$ cat config.mk
export PLATFORM = sky130hd
export DESIGN_NAME = isps_ctrl
export DESIGN_NICKNAME = d
export VERILOG_FILES = /design/src/logic/isps_pkg.sv /design/src/logic/isps_resolver.sv /design/src/logic/isps_ctrl.sv
export SDC_FILE = /design/constraint.sdc
export NUM_CORES = 1
export LEC_CHECK = 0
export ABC_CLOCK_PERIOD_IN_PS = 12800
export BUFFER_PORTS_ARGS = -buffer_cell sky130_fd_sc_hd__buf_2
export CAP_MARGIN = 10
export CORE_UTILIZATION = 49
export DETAILED_ROUTE_END_ITERATION = 10
export PLACE_DENSITY = 0.85
export SLEW_MARGIN = 5
export SYNTH_ARGS = -nofsm -noshare
export SYNTH_HDL_FRONTEND = slang
export SYNTH_SLANG_ARGS = --single-unit
$ cat constraint.sdc
create_clock -name ref_clk -period 12.8 [get_ports ref_clk]
set_input_delay 1.28 -clock ref_clk [delete_from_list [all_inputs] [get_ports ref_clk]]
set_output_delay 1.28 -clock ref_clk [all_outputs]
set_load 0.01 [all_outputs]
$ cat src/logic/isps_pkg.sv
package isps_pkg;

  // ------------------------------------------------------------
  // Sources, in natural order (index 0 wins ties)
  // ------------------------------------------------------------
  localparam int NUM_SRC   = 11;
  localparam int IDX_W     = $clog2(NUM_SRC);
  localparam int LVL_W     = 2;
  localparam int NUM_LVL   = 4;
  localparam int SRC_WDT   = 0;
  localparam int SRC_I2C   = 1;
  localparam int SRC_PIN   = 2;
  localparam int SRC_FB    = 3;
  localparam int SRC_SPI   = 4;
  localparam int SRC_T2    = 5;
  localparam int SRC_CAP   = 6;
  localparam int SRC_PWM   = 7;
  localparam int SRC_UART1 = 8;
  localparam int SRC_T3    = 9;
  localparam int SRC_WKT   = 10;

  // ------------------------------------------------------------
  // Register map
  // ------------------------------------------------------------
  localparam logic [7:0] EXT_PRIORITY_LOW_ADDR   = 8'hEF;
  localparam logic [7:0] EXT_PRIORITY_HIGH_ADDR  = 8'hF7;
  localparam logic [7:0] EXT2_PRIORITY_LOW_ADDR  = 8'hFE;
  localparam logic [7:0] EXT2_PRIORITY_HIGH_ADDR = 8'hFF;
  localparam logic       EXT2_PAGE               = 1'h0;
  localparam logic [7:0] EXT_PRIORITY_RESET      = 8'h00;
  localparam logic [7:0] EXT2_PRIORITY_RESET     = 8'h00;
  localparam logic [7:0] EXT2_USED_MASK          = 8'h07;
  localparam logic [7:0] UNMAPPED_READ           = 8'h00;

  // ------------------------------------------------------------
  // Field positions (same bit in low and high register)
  // ------------------------------------------------------------
  localparam logic [2:0] TIMER2_PRIO_POS        = 3'h7;
  localparam logic [2:0] SERIAL_PERIPH_PRIO_POS = 3'h6;
  localparam logic [2:0] FAULT_BRAKE_PRIO_POS   = 3'h5;
  localparam logic [2:0] WATCHDOG_PRIO_POS      = 3'h4;
  localparam logic [2:0] PULSE_MOD_PRIO_POS     = 3'h3;
  localparam logic [2:0] CAPTURE_PRIO_POS       = 3'h2;
  localparam logic [2:0] PIN_IRQ_PRIO_POS       = 3'h1;
  localparam logic [2:0] TWO_WIRE_PRIO_POS      = 3'h0;
  localparam logic [2:0] WAKEUP_TIMER_PRIO_POS  = 3'h2;
  localparam logic [2:0] TIMER3_PRIO_POS        = 3'h1;
  localparam logic [2:0] UART1_PRIO_POS         = 3'h0;

  localparam logic [NUM_SRC-1:0][2:0] SRC_BIT_POS = {
    WAKEUP_TIMER_PRIO_POS, TIMER3_PRIO_POS, UART1_PRIO_POS, PULSE_MOD_PRIO_POS,
    CAPTURE_PRIO_POS, TIMER2_PRIO_POS, SERIAL_PERIPH_PRIO_POS, FAULT_BRAKE_PRIO_POS,
    PIN_IRQ_PRIO_POS, TWO_WIRE_PRIO_POS, WATCHDOG_PRIO_POS};

  // Sources whose priority bits live in the second register pair
  localparam logic [NUM_SRC-1:0] SRC_IN_EXT2 = 11'h700;

  // Sources whose flag is cleared by hardware on vectoring
  localparam logic [NUM_SRC-1:0] AUTO_CLEAR_MASK = 11'h200;

  localparam logic [NUM_SRC-1:0][15:0] VECTOR_ADDR = {
    16'h008B, 16'h0083, 16'h007B, 16'h006B, 16'h0063, 16'h002B,
    16'h004B, 16'h0073, 16'h003B, 16'h0033, 16'h0053};

  // ------------------------------------------------------------
  // Carriers
  // ------------------------------------------------------------
  typedef struct packed {
    logic [7:0] addr;
    logic       wr;
    logic [7:0] wdata;
    logic       page;
  } isps_sfr_type;

  typedef struct packed {
    logic last;
    logic writes_ctrl;
    logic is_return_from_interrupt;
  } isps_instr_type;

  typedef struct packed {
    logic        valid;
    logic [15:0] vector;
  } isps_call_type;

endpackage

$ cat src/logic/isps_resolver.sv
module isps_resolver #(
  parameter int N = isps_pkg::NUM_SRC
) (
  // Requests and priority bits
  input  wire logic [N-1:0]                 pend,
  input  wire logic [N-1:0]                 prio_lo,
  input  wire logic [N-1:0]                 prio_hi,
  // Winner
  output logic                              any,
  output logic [isps_pkg::IDX_W-1:0]        win_idx,
  output logic [isps_pkg::LVL_W-1:0]        win_lvl
);
  import isps_pkg::*;

  logic [N-1:0][LVL_W-1:0] lvl;

  // ------------------------------------------------------------
  // Per-source level
  // ------------------------------------------------------------
  for (genvar s = 0; s < N; s++) begin : g_lvl
    assign lvl[s] = {prio_hi[s], prio_lo[s]}; // [RULE12] [RULE17]
  end

  // ------------------------------------------------------------
  // Highest level, then lowest natural index
  // ------------------------------------------------------------
  always_comb begin
    any     = 1'b0;
    win_idx = '0;
    win_lvl = '0;
    for (int s = N - 1; s >= 0; s--) begin
      if (pend[s] && (!any || lvl[s] >= win_lvl)) begin // [RULE18]
        any     = 1'b1;
        win_idx = IDX_W'(s);
        win_lvl = lvl[s];
      end
    end
  end

endmodule

$ cat src/logic/isps_ctrl.sv
// Overview of operation
// RULE1: Flags sampled and priority resolved every clock, in the same cycle.
// RULE2: No vector call while equal or higher level routine is in service.
// RULE3: Vector call only on the last cycle of the current instruction.
// RULE4: Writes to enable or priority bits, or interrupt return, block vectoring.
// RULE5: Blocked requests are not remembered; every poll starts fresh.
// RULE6: Core pushes program counter like a subroutine call, status word not saved.
// RULE7: Program counter then loaded with the winning source's fixed vector.
// RULE8: Some sources have their flag cleared on vectoring, others keep it.
// RULE9: Interrupt return pops program counter and ends the current service level.
// RULE10: Core resumes from whatever address is popped, with no check.
// RULE11: Plain return leaves in-service state; routines must end with interrupt return.
// RULE12: Source level combines low bit with same-position bit of high register.
// RULE13: First pair: timer2 7, SPI 6, brake 5, watchdog 4, PWM 3, capture 2, pin 1, I2C 0.
// RULE14: Second pair: wake-up timer 2, timer3 1, uart1 0; bits 7 to 3 unused.
// RULE15: Second pair reachable only while register page 0 is selected.
// RULE16: All priority registers reset to zero, every source at lowest level.
// RULE17: Bit pair high,low gives level 0 to 3, 3 highest.
// RULE18: Equal-level requests resolved by fixed natural source order.
// RULE19: One in-service bit per level so higher levels nest above lower.
module isps_ctrl #(
  parameter int N = isps_pkg::NUM_SRC
) (
  // Clock and reset
  input  wire logic                      ref_clk,
  input  wire logic                      nrst,
  input  wire logic                      ce,
  // Register access from the core
  input  wire isps_pkg::isps_sfr_type    sfr,
  output logic [7:0]                     sfr_rdata,
  // Interrupt sources
  input  wire logic [N-1:0]              irq_flag,
  input  wire logic [N-1:0]              irq_en,
  // Instruction sequencer status
  input  wire isps_pkg::isps_instr_type  instr,
  // Vector call and service state
  output isps_pkg::isps_call_type        call,
  output logic [N-1:0]                   flag_clear,
  output logic [isps_pkg::NUM_LVL-1:0]   in_service
);
  import isps_pkg::*;

  logic [7:0]          ext_lo_r;
  logic [7:0]          ext_lo_nxt;
  logic [7:0]          ext_hi_r;
  logic [7:0]          ext_hi_nxt;
  logic [7:0]          ext2_lo_r;
  logic [7:0]          ext2_lo_nxt;
  logic [7:0]          ext2_hi_r;
  logic [7:0]          ext2_hi_nxt;
  logic [7:0]          rdata_r;
  logic [7:0]          rdata_nxt;
  logic                page_ok;
  logic                wr_hit;

  logic [N-1:0]        prio_lo;
  logic [N-1:0]        prio_hi;
  logic [N-1:0]        pend;
  logic                any;
  logic [IDX_W-1:0]    win_idx;
  logic [LVL_W-1:0]    win_lvl;
  logic                svc_any;
  logic [LVL_W-1:0]    svc_top;
  logic                call_go;
  logic                return_from_interrupt_end;

  isps_call_type       call_r;
  isps_call_type       call_nxt;
  logic [N-1:0]        clr_r;
  logic [N-1:0]        clr_nxt;
  logic [NUM_LVL-1:0]  svc_r;
  logic [NUM_LVL-1:0]  svc_nxt;

  // ------------------------------------------------------------
  // Register file
  // ------------------------------------------------------------
  assign page_ok = (sfr.page == EXT2_PAGE); // [RULE15]

  always_comb begin
    ext_lo_nxt  = ext_lo_r;
    ext_hi_nxt  = ext_hi_r;
    ext2_lo_nxt = ext2_lo_r;
    ext2_hi_nxt = ext2_hi_r;
    wr_hit      = 1'b0;
    rdata_nxt   = UNMAPPED_READ;
    if (sfr.wr) begin
      unique case (sfr.addr)
        EXT_PRIORITY_LOW_ADDR: begin
          ext_lo_nxt = sfr.wdata; // [RULE13]
          wr_hit     = 1'b1;
        end
        EXT_PRIORITY_HIGH_ADDR: begin
          ext_hi_nxt = sfr.wdata; // [RULE13]
          wr_hit     = 1'b1;
        end
        EXT2_PRIORITY_LOW_ADDR: begin
          if (page_ok) begin
            ext2_lo_nxt = sfr.wdata & EXT2_USED_MASK; // [RULE14]
            wr_hit      = 1'b1;
          end
        end
        EXT2_PRIORITY_HIGH_ADDR: begin
          if (page_ok) begin
            ext2_hi_nxt = sfr.wdata & EXT2_USED_MASK; // [RULE14]
            wr_hit      = 1'b1;
          end
        end
        default: begin
          wr_hit = 1'b0;
        end
      endcase
    end
    unique case (sfr.addr)
      EXT_PRIORITY_LOW_ADDR:   rdata_nxt = ext_lo_r;
      EXT_PRIORITY_HIGH_ADDR:  rdata_nxt = ext_hi_r;
      EXT2_PRIORITY_LOW_ADDR:  rdata_nxt = page_ok ? ext2_lo_r : UNMAPPED_READ; // [RULE15]
      EXT2_PRIORITY_HIGH_ADDR: rdata_nxt = page_ok ? ext2_hi_r : UNMAPPED_READ; // [RULE15]
      default:                 rdata_nxt = UNMAPPED_READ;
    endcase
  end

  always_ff @(posedge ref_clk or negedge nrst) begin
    if (!nrst) begin
      ext_lo_r  <= EXT_PRIORITY_RESET; // [RULE16]
      ext_hi_r  <= EXT_PRIORITY_RESET; // [RULE16]
      ext2_lo_r <= EXT2_PRIORITY_RESET; // [RULE16]
      ext2_hi_r <= EXT2_PRIORITY_RESET; // [RULE16]
      rdata_r   <= UNMAPPED_READ;
    end else if (ce) begin
      ext_lo_r  <= ext_lo_nxt;
      ext_hi_r  <= ext_hi_nxt;
      ext2_lo_r <= ext2_lo_nxt;
      ext2_hi_r <= ext2_hi_nxt;
      rdata_r   <= rdata_nxt;
    end
  end

  // ------------------------------------------------------------
  // Per-source priority bits and live requests
  // ------------------------------------------------------------
  for (genvar s = 0; s < N; s++) begin : g_src
    assign prio_lo[s] = SRC_IN_EXT2[s] ? ext2_lo_r[SRC_BIT_POS[s]] // [RULE14]
                                       : ext_lo_r[SRC_BIT_POS[s]]; // [RULE13]
    assign prio_hi[s] = SRC_IN_EXT2[s] ? ext2_hi_r[SRC_BIT_POS[s]] // [RULE14]
                                       : ext_hi_r[SRC_BIT_POS[s]]; // [RULE13]
  end

  // Live flags every cycle, nothing held between polls
  assign pend = irq_flag & irq_en; // [RULE1] [RULE5]

  isps_resolver #(
    .N (N)
  ) u_resolver (
    .pend    (pend),
    .prio_lo (prio_lo),
    .prio_hi (prio_hi),
    .any     (any),
    .win_idx (win_idx),
    .win_lvl (win_lvl)
  );

  // ------------------------------------------------------------
  // Vectoring decision
  // ------------------------------------------------------------
  always_comb begin
    svc_any = |svc_r;
    svc_top = '0;
    for (int l = 0; l < NUM_LVL; l++) begin
      if (svc_r[l]) begin
        svc_top = LVL_W'(l);
      end
    end
  end

  // Only the interrupt return ends service, a plain return does not
  assign return_from_interrupt_end = instr.last && instr.is_return_from_interrupt && svc_any; // [RULE9] [RULE11]

  assign call_go = any
                && instr.last // [RULE3]
                && !instr.writes_ctrl && !instr.is_return_from_interrupt && !wr_hit // [RULE4]
                && (!svc_any || win_lvl > svc_top); // [RULE2] [RULE19]

  always_comb begin
    call_nxt = '0;
    clr_nxt  = '0;
    svc_nxt  = svc_r;
    if (call_go) begin
      // Core pushes the return address only; status word is left alone
      call_nxt.valid  = 1'b1; // [RULE6]
      call_nxt.vector = VECTOR_ADDR[win_idx]; // [RULE7]
      clr_nxt[win_idx] = AUTO_CLEAR_MASK[win_idx]; // [RULE8]
      svc_nxt[win_lvl] = 1'b1; // [RULE19]
    end else if (return_from_interrupt_end) begin
      // Popped address is trusted as is
      svc_nxt[svc_top] = 1'b0; // [RULE9] [RULE10]
    end
  end

  always_ff @(posedge ref_clk or negedge nrst) begin
    if (!nrst) begin
      call_r <= '0;
      clr_r  <= '0;
      svc_r  <= '0;
    end else if (ce) begin
      call_r <= call_nxt;
      clr_r  <= clr_nxt;
      svc_r  <= svc_nxt;
    end
  end

  assign sfr_rdata  = rdata_r;
  assign call       = call_r;
  assign flag_clear = clr_r;
  assign in_service = svc_r;

  // ------------------------------------------------------------
  // Checks
  // ------------------------------------------------------------
  property p_call_only_last;
    @(posedge ref_clk) disable iff (!nrst)
      ce && !instr.last |=> !call.valid;
  endproperty
  a_call_only_last: assert property (p_call_only_last) // [RULE3]
    else $error("vector call outside last instruction cycle");

  property p_blocked_by_ctrl;
    @(posedge ref_clk) disable iff (!nrst)
      ce && (instr.writes_ctrl || instr.is_return_from_interrupt || wr_hit) |=> !call.valid;
  endproperty
  a_blocked_by_ctrl: assert property (p_blocked_by_ctrl) // [RULE4]
    else $error("vector call during blocking instruction");

  property p_level_above_service;
    @(posedge ref_clk) disable iff (!nrst)
      ce && svc_any && (win_lvl <= svc_top) |=> !call.valid;
  endproperty
  a_level_above_service: assert property (p_level_above_service) // [RULE2]
    else $error("vector call at or below in-service level");

  property p_live_request;
    @(posedge ref_clk) disable iff (!nrst)
      call_go |-> irq_flag[win_idx] && irq_en[win_idx];
  endproperty
  a_live_request: assert property (p_live_request) // [RULE5]
    else $error("vector call without a live enabled flag");

  property p_vector_loaded;
    @(posedge ref_clk) disable iff (!nrst)
      ce && call_go |=> call.valid && call.vector == VECTOR_ADDR[$past(win_idx)];
  endproperty
  a_vector_loaded: assert property (p_vector_loaded) // [RULE7]
    else $error("vector address does not match winning source");

  property p_nest_level;
    @(posedge ref_clk) disable iff (!nrst)
      ce && call_go |=> in_service[$past(win_lvl)] && $countones(in_service) > 0;
  endproperty
  a_nest_level: assert property (p_nest_level) // [RULE19]
    else $error("in-service bit not set for accepted level");

  property p_return_from_interrupt_pops_level;
    @(posedge ref_clk) disable iff (!nrst)
      ce && return_from_interrupt_end |=> $countones(in_service) == $countones($past(in_service)) - 1;
  endproperty
  a_return_from_interrupt_pops_level: assert property (p_return_from_interrupt_pops_level) // [RULE9]
    else $error("interrupt return did not end one service level");

  property p_auto_clear;
    @(posedge ref_clk) disable iff (!nrst)
      ce && call_go |=> flag_clear[$past(win_idx)] == AUTO_CLEAR_MASK[$past(win_idx)];
  endproperty
  a_auto_clear: assert property (p_auto_clear) // [RULE8]
    else $error("flag clear does not follow source policy");

  property p_page_guard;
    @(posedge ref_clk) disable iff (!nrst)
      ce && sfr.wr && !page_ok |=> $stable(ext2_lo_r) && $stable(ext2_hi_r);
  endproperty
  a_page_guard: assert property (p_page_guard) // [RULE15]
    else $error("second priority pair written outside page 0");

  property p_winner_level;
    @(posedge ref_clk) disable iff (!nrst)
      call_go |-> win_lvl == {prio_hi[win_idx], prio_lo[win_idx]};
  endproperty
  a_winner_level: assert property (p_winner_level) // [RULE12]
    else $error("winner level not formed from its bit pair");

  property p_plain_return;
    @(posedge ref_clk) disable iff (!nrst)
      ce && instr.last && !instr.is_return_from_interrupt && !call_go |=> $stable(in_service);
  endproperty
  a_plain_return: assert property (p_plain_return) // [RULE11]
    else $error("in-service state changed without a call or interrupt return");

  property p_clear_with_call;
    @(posedge ref_clk) disable iff (!nrst)
      (flag_clear != '0) |-> call.valid;
  endproperty
  a_clear_with_call: assert property (p_clear_with_call) // [RULE8]
    else $error("flag clear without a vector call");

  property p_ext2_unused_zero;
    @(posedge ref_clk) disable iff (!nrst)
      ((ext2_lo_r | ext2_hi_r) & ~EXT2_USED_MASK) == 8'h00;
  endproperty
  a_ext2_unused_zero: assert property (p_ext2_unused_zero) // [RULE14]
    else $error("unused bits of second priority pair set");

endmodule

After elaboration in Yosys (flattened, before gate mapping)
Memory sizes are Yosys's and may differ from the RTL's.
Cells that the tools add are included.
W data, S select, Z words.
- $lt $le $gt $ge: 17
- equality and inequality tests: 4
- multiplexer cells: 54
- bitwise logic cells: 6
- reduce and logical (&&, ||, !) cells: 54
- operators with widths (kind ; count):
    $mux W4 ; 13
    $eq A8 B8 Y1 const B ; 4
    $pmux W8 S4 ; 1
    $mux W2 ; 13
    $and A11 B11 Y11 ; 2
    $ge A2 B2 Y1 ; 10
    $logic_and A1 B1 Y1 ; 20
    $mux W1 ; 18
    $mux W17 ; 1
    $mux W16 ; 1
    $logic_not A1 Y1 ; 14
    $logic_or A1 B1 Y1 ; 11
    $mux W11 ; 1
    $reduce_and A4 Y1 ; 2
    $lt A2 B3 Y1 const B ; 2
    $mux W3 ; 2
    $reduce_and A3 Y1 ; 2
    $lt A4 B5 Y1 const B ; 1
    $and A4 B4 Y4 ; 1
    $demux W1 S2 ; 2
    $demux W1 S4 ; 1
    $ge A2 B1 Y1 const B ; 2
    $ge A4 B1 Y1 const B ; 1
    $not A4 Y4 ; 1
    other kinds (8) ; 9
- register bits: 62
- bits in read-only memories: 272
- output and inout port bits: 40
- logic and storage cells: 146
- memories: 2
- memory list (memory ; words ; width ; rd ports ; clocked after Yosys merged registers in ; write ports ; RTL line ; text):
    (name not given) ; 16 ; 16 ; 1 ; 0 ; 0 ; isps_ctrl.sv:190 ; call_nxt.vector = VECTOR_ADDR[win_idx];
    (name not given) ; 16 ; 1 ; 1 ; 0 ; 0 ; isps_ctrl.sv:191 ; clr_nxt[win_idx] = AUTO_CLEAR_MASK[win_idx];

Logic depth before layout (Yosys ltp)
- depth after elaboration: 49
- depth in mapped cells: 75
- mapped depth without buffers: 74

Cells and area by module
Synthesis repeated with hierarchy kept, for this count alone.
- cell total of the unflattened synthesis: 370
- area total of the unflattened synthesis: 3497.1 um2
- by module, submodules not included (module ; times used ; cells an instance ; area an instance (um2) ; sequential area each (um2)):
    isps_ctrl ; 1 ; 229 ; 2494.9 ; 1276.2
    isps_resolver ; 1 ; 141 ; 1002.2 ; 0.0

Worst setup path after synthesis
No wires, ideal clock.
- path type: input -> register
- start: input irq_flag[10]
- end: register clr_r[10], in the netlist flag_clear[10]
- library setup time: 66 ps
- data arrival time: 14095 ps
- data required time: 12734 ps
- setup slack: -1362 ps
- stages on the path: 71
- buffers on the path: 1
- cells stage by stage: and3_2 ha_1 nand2b_1 a211o_1 a32oi_1 inv_1 ha_1 nand2b_1 a221oi_1 or2_2 clkbuf_1 nor2_1 a21oi_1 ha_1 nand2b_1 a211oi_1 nor2_1 a211o_1 [35 not listed] a21oi_1 o31ai_1 ha_1 nand2b_1 a21oi_1 a21oi_1 nor2_1 o21ai_0 o21ai_2 inv_1 ha_1 a21oi_1 a21oi_1 nor4_1 nand3_1 inv_1 and3_1 a22o_1
- longest elaborated chain between the ends: 48
- ends and longest elaborated chain (what ; RTL line ; text):
    start: declaration ; isps_ctrl.sv:32 ; input wire logic [N-1:0] irq_flag,
    $and A11 B11 Y11 (*) ; isps_ctrl.sv:149 ; assign pend = irq_flag & irq_en;
    $mux W2 / $mux W1 (equally long branches) ; isps_resolver.sv:32 ; if (pend[s] && (!any || lvl[s] >= win_lvl)) begin
    $ge A2 B2 Y1 / $logic_not A1 Y1 (equally long branches) ; isps_resolver.sv:32 ;
    $logic_or A1 B1 Y1 ; isps_resolver.sv:32 ;
    $logic_and A1 B1 Y1 ; isps_resolver.sv:32 ;
    $mux W2 / $mux W1 (equally long branches) ; isps_resolver.sv:32 ;
    $ge A2 B2 Y1 / $logic_not A1 Y1 (equally long branches) ; isps_resolver.sv:32 ;
    $logic_or A1 B1 Y1 ; isps_resolver.sv:32 ;
    [32 not listed] ; - ;
    $logic_and A1 B1 Y1 ; isps_resolver.sv:32 ;
    $mux W4 / $mux W1 (equally long branches) ; isps_resolver.sv:32 ;
    $lt A4 B5 Y1 (implied by the code) (tied with other cells) ; isps_ctrl.sv:191 ;
    $logic_and A1 B1 Y1 (on tied branches) ; isps_ctrl.sv:191, isps_ctrl.sv:180 ;
    $mux W1 (implied by the code) / $logic_and A1 B1 Y1 (equally long branches) ; isps_ctrl.sv:191, isps_ctrl.sv:180 ;
    $demux W1 S4 / $logic_and A1 B1 Y1 (equally long branches) ; isps_ctrl.sv:191, isps_ctrl.sv:180 ;
    $and A11 B11 Y11 (no line) / $logic_and A1 B1 Y1 (equally long branches) ; - ;
    $mux W11 (*) ; isps_ctrl.sv:187 ; if (call_go) begin
    end signal: assignment ; isps_ctrl.sv:206 ; clr_r <= clr_nxt;
    end: declaration ; isps_ctrl.sv:69 ; logic [N-1:0] clr_r;
Mark *: on every way between the ends. The rest lies on a longest branch, timed or not. The select of a mux whose other input is x is not followed.
A chain may end at the register's enable or synchronous reset.

Worst setup path after layout
Ends and elaborated chain as after synthesis.

==> results.toml <==
[floorplan]
floorplan.initialDensity_pct = 50.9
core_area_um2 = 6790
die_area_um2 = 7400
ioPinCount = 86
die_h_um = 86.0
die_w_um = 86.0
rows = 30

[clock_tree]
clk_latency_ps = 320
clockBufferDepth = 2
clock-sinks = 51
clkTransAtPathRegs_ps = 110
cts_made_buffers = 5
root_buffer = "clkbuf_8"
cts_max_level = 2
tritoncts = "built"
hold_buffers = 0

[final_layout]
fin_util_pct = 78.1
fin_nets = 628
diodes = 0
area_delta_synth_final_pct = 53.5
drive_gt1_share_pct = 52.5
instances_no_fill = 654

[synthesis]
yosysUniqueCellTypes = 56
synth_edf_count = 0
ys_seq_area_share_pct = 36.9
yosysMostFrequentCell = "dfrtp_1"
synthTopCellsByCount = "51 x dfrtp_1, 39 x nand2_1, 35 x nor2_1"
netlist_area_um2 = 3460
avgSynthCellArea_um2 = 9.05
postSynth.asyncResetShare_pct = 100
syn_inst = 382
yosys.area.top_type_share_pct = 36.9
synth_top_area_cell = "dfrtp_1"
yosysWarningCount = 0
ys_top_cells_by_area = "dfrtp_1 37%, ha_1 9.0%, nand2_1 4.2%, mux2_2 3.9%, nor2_1 3.8%"
ys_ff_latch = 51
synth-main-ff-cell = "dfrtp_1"

[global_route]
grt_util_met2_pct = 56.7
track_usage_pct = 32.3
antenna_found_initial = 0
grt_max_degree = 52
grt_overflow = 0
use_met1_pct = 37.5
top_usage_layer = "met2"
grt_pass1_wl_mm = 18.7
use_met3_pct = 4.91
first_global_vias = 3990

[drt]
viasPerCell = 6.08
vias = 3974
wl_mm = 12.8
dr.first_iter.drc_count = 382
drc_errors = 0
drtPass1Iterations = 7
ant_nets = 0
routedWlPerCell_um = 19.6

[worst_setup_path]
cp_max_fo = 6
worstSetupPathType = "input port to register"
arrival_ps = 14030
cp_common_cell = "nand2b_4"
slowest_stage = "ha_1"
start_kind = "input port"
cp.required_ps = 13060
max_stage_delay_ps = 350
end_kind = "register"

[sta]
setup_tns_ps = -11890
fmax_ghz = 0.0726
layout_setup_ws_ps = -967
tightestPinTransition_ps = 862
slew_viol_final = 0
skew_ps = 8.88
relSlewSlack_pct = 42.4
timing.final.hold_violations = 0
min_period_ps = 13770
rsz0062_at_grt = "yes"
setup_viol = 13
post-route-period-util_pct = 108

[power_and_ir_drop]
ir_drop_mv = 0.0593
power.leakage_nw = 2.67
powerDensity_nw_per_um2 = 84.9

[hold_path]
hold_path_class = "register to register"

[place]
place_inst = 596
place.gp.congestion = 0.901
dp_hpwl_mm = 7.42
io_buffers = 76

[outcome]
status = "complete, but fails checks"
violations = "negative setup slack"

[run]
cap_violations = 0
## flip-flops by register name (all words and copies together), names as in the netlist
signal      cells
call            6
ext2_hi_r       3
in_service      4
ext2_lo_r       3
flag_clear     11
ext_lo_r        8
sfr_rdata       8
ext_hi_r        8
## metrics by stage
step	worst slack, ps	power, mW	hold slack [ps]	instance area (µm²)
2_1_floorplan	-552	0.249	501	3730
3_3_place_gp	-608	0.292	462	4510
3_5_place_dp	-1090	0.298	482	4510
4_1_cts	-210	0.426	512	5070
5_1_grt	-1480	0.466	519	5310
6_report	-967	0.451	504	5310
## critical path, delay by kind of cell
kind,cells,cell delay (ps)
buffers and inverters,8,870
adder cells (fa/ha/maj),11,2700
AO/OA/AOI/OAI,28,5180
AND/OR/NAND/NOR,25,3940
## what timing repair did
item,4_1_cts,5_1_grt
gates resized for setup,32,26
setup buffers,42,7
pin swaps,32,19
setup endpoints to repair,13,13
## final cells by class
cell class                      instances  area, µm²
Tap cell                               96        120
Clock buffer                            5       68.8
Multi-Input combinational cell        294       2530
Timing Repair Buffer                  181       1190
Clock inverter                          3       28.8
Inverter                               24       90.1
Fill cell                             397       1490
Sequential cell                        51       1280
## report_power, final
| part | internal, mW | switching [mW] |
|---|---|---|
| combinational | 0.0855 | 0.0861 |
| clock | 0.0407 | 0.0626 |
| sequential | 0.168 | 0.00805 |
## cells by family after synthesis
kind of cell,after synthesis,synth area share [%]
mux,18,6.01
flops,51,36.9
other cells,1,0.108
buf+inv,45,6.08
compound gates,102,21.6
fa+ha+maj,25,9.05
simple gates,140,20.3
## layout by cell type, fill, tap and decap left out, types with 5 or more instances in the layout
cell type  instances
ha_1              17
nor2b_1           10
nand3_1            8
mux2i_1            5
conb_1             9
nor2_1            29
o21ai_0           17
nand2_1           37
a21oi_1            5
buf_2             74
inv_1             20
a21oi_2           12
nand2b_4          10
mux2_2            12
dfrtp_1           51
clkbuf_8           5
a221oi_1           8
buf_4            104
a21o_1             6
ha_4               8
## worst paths after layout
path | from | endpoint | slack, ps | cells past startpoint
max | irq_flag[10] | flag_clear[10] | -970 | 72
min | flag_clear[3] | flag_clear[3] | 500 | 1
max reg2reg | ext2_lo_r[2] | flag_clear[10] | -380 | 71
min reg2reg | flag_clear[3] | flag_clear[3] | 500 | 1
max in group asynchronous | nrst | flag_clear[4] | 11470 | 2
min in group asynchronous | nrst | flag_clear[9] | 830 | 1
## routing by layer
layer,wire length [µm],vias up
met5,0,-
met4,686,0
met3,930,60
met2,6370,253
met1,4850,1937
li1,-,1724
Note: power is estimated with default switching activity, not from simulation.
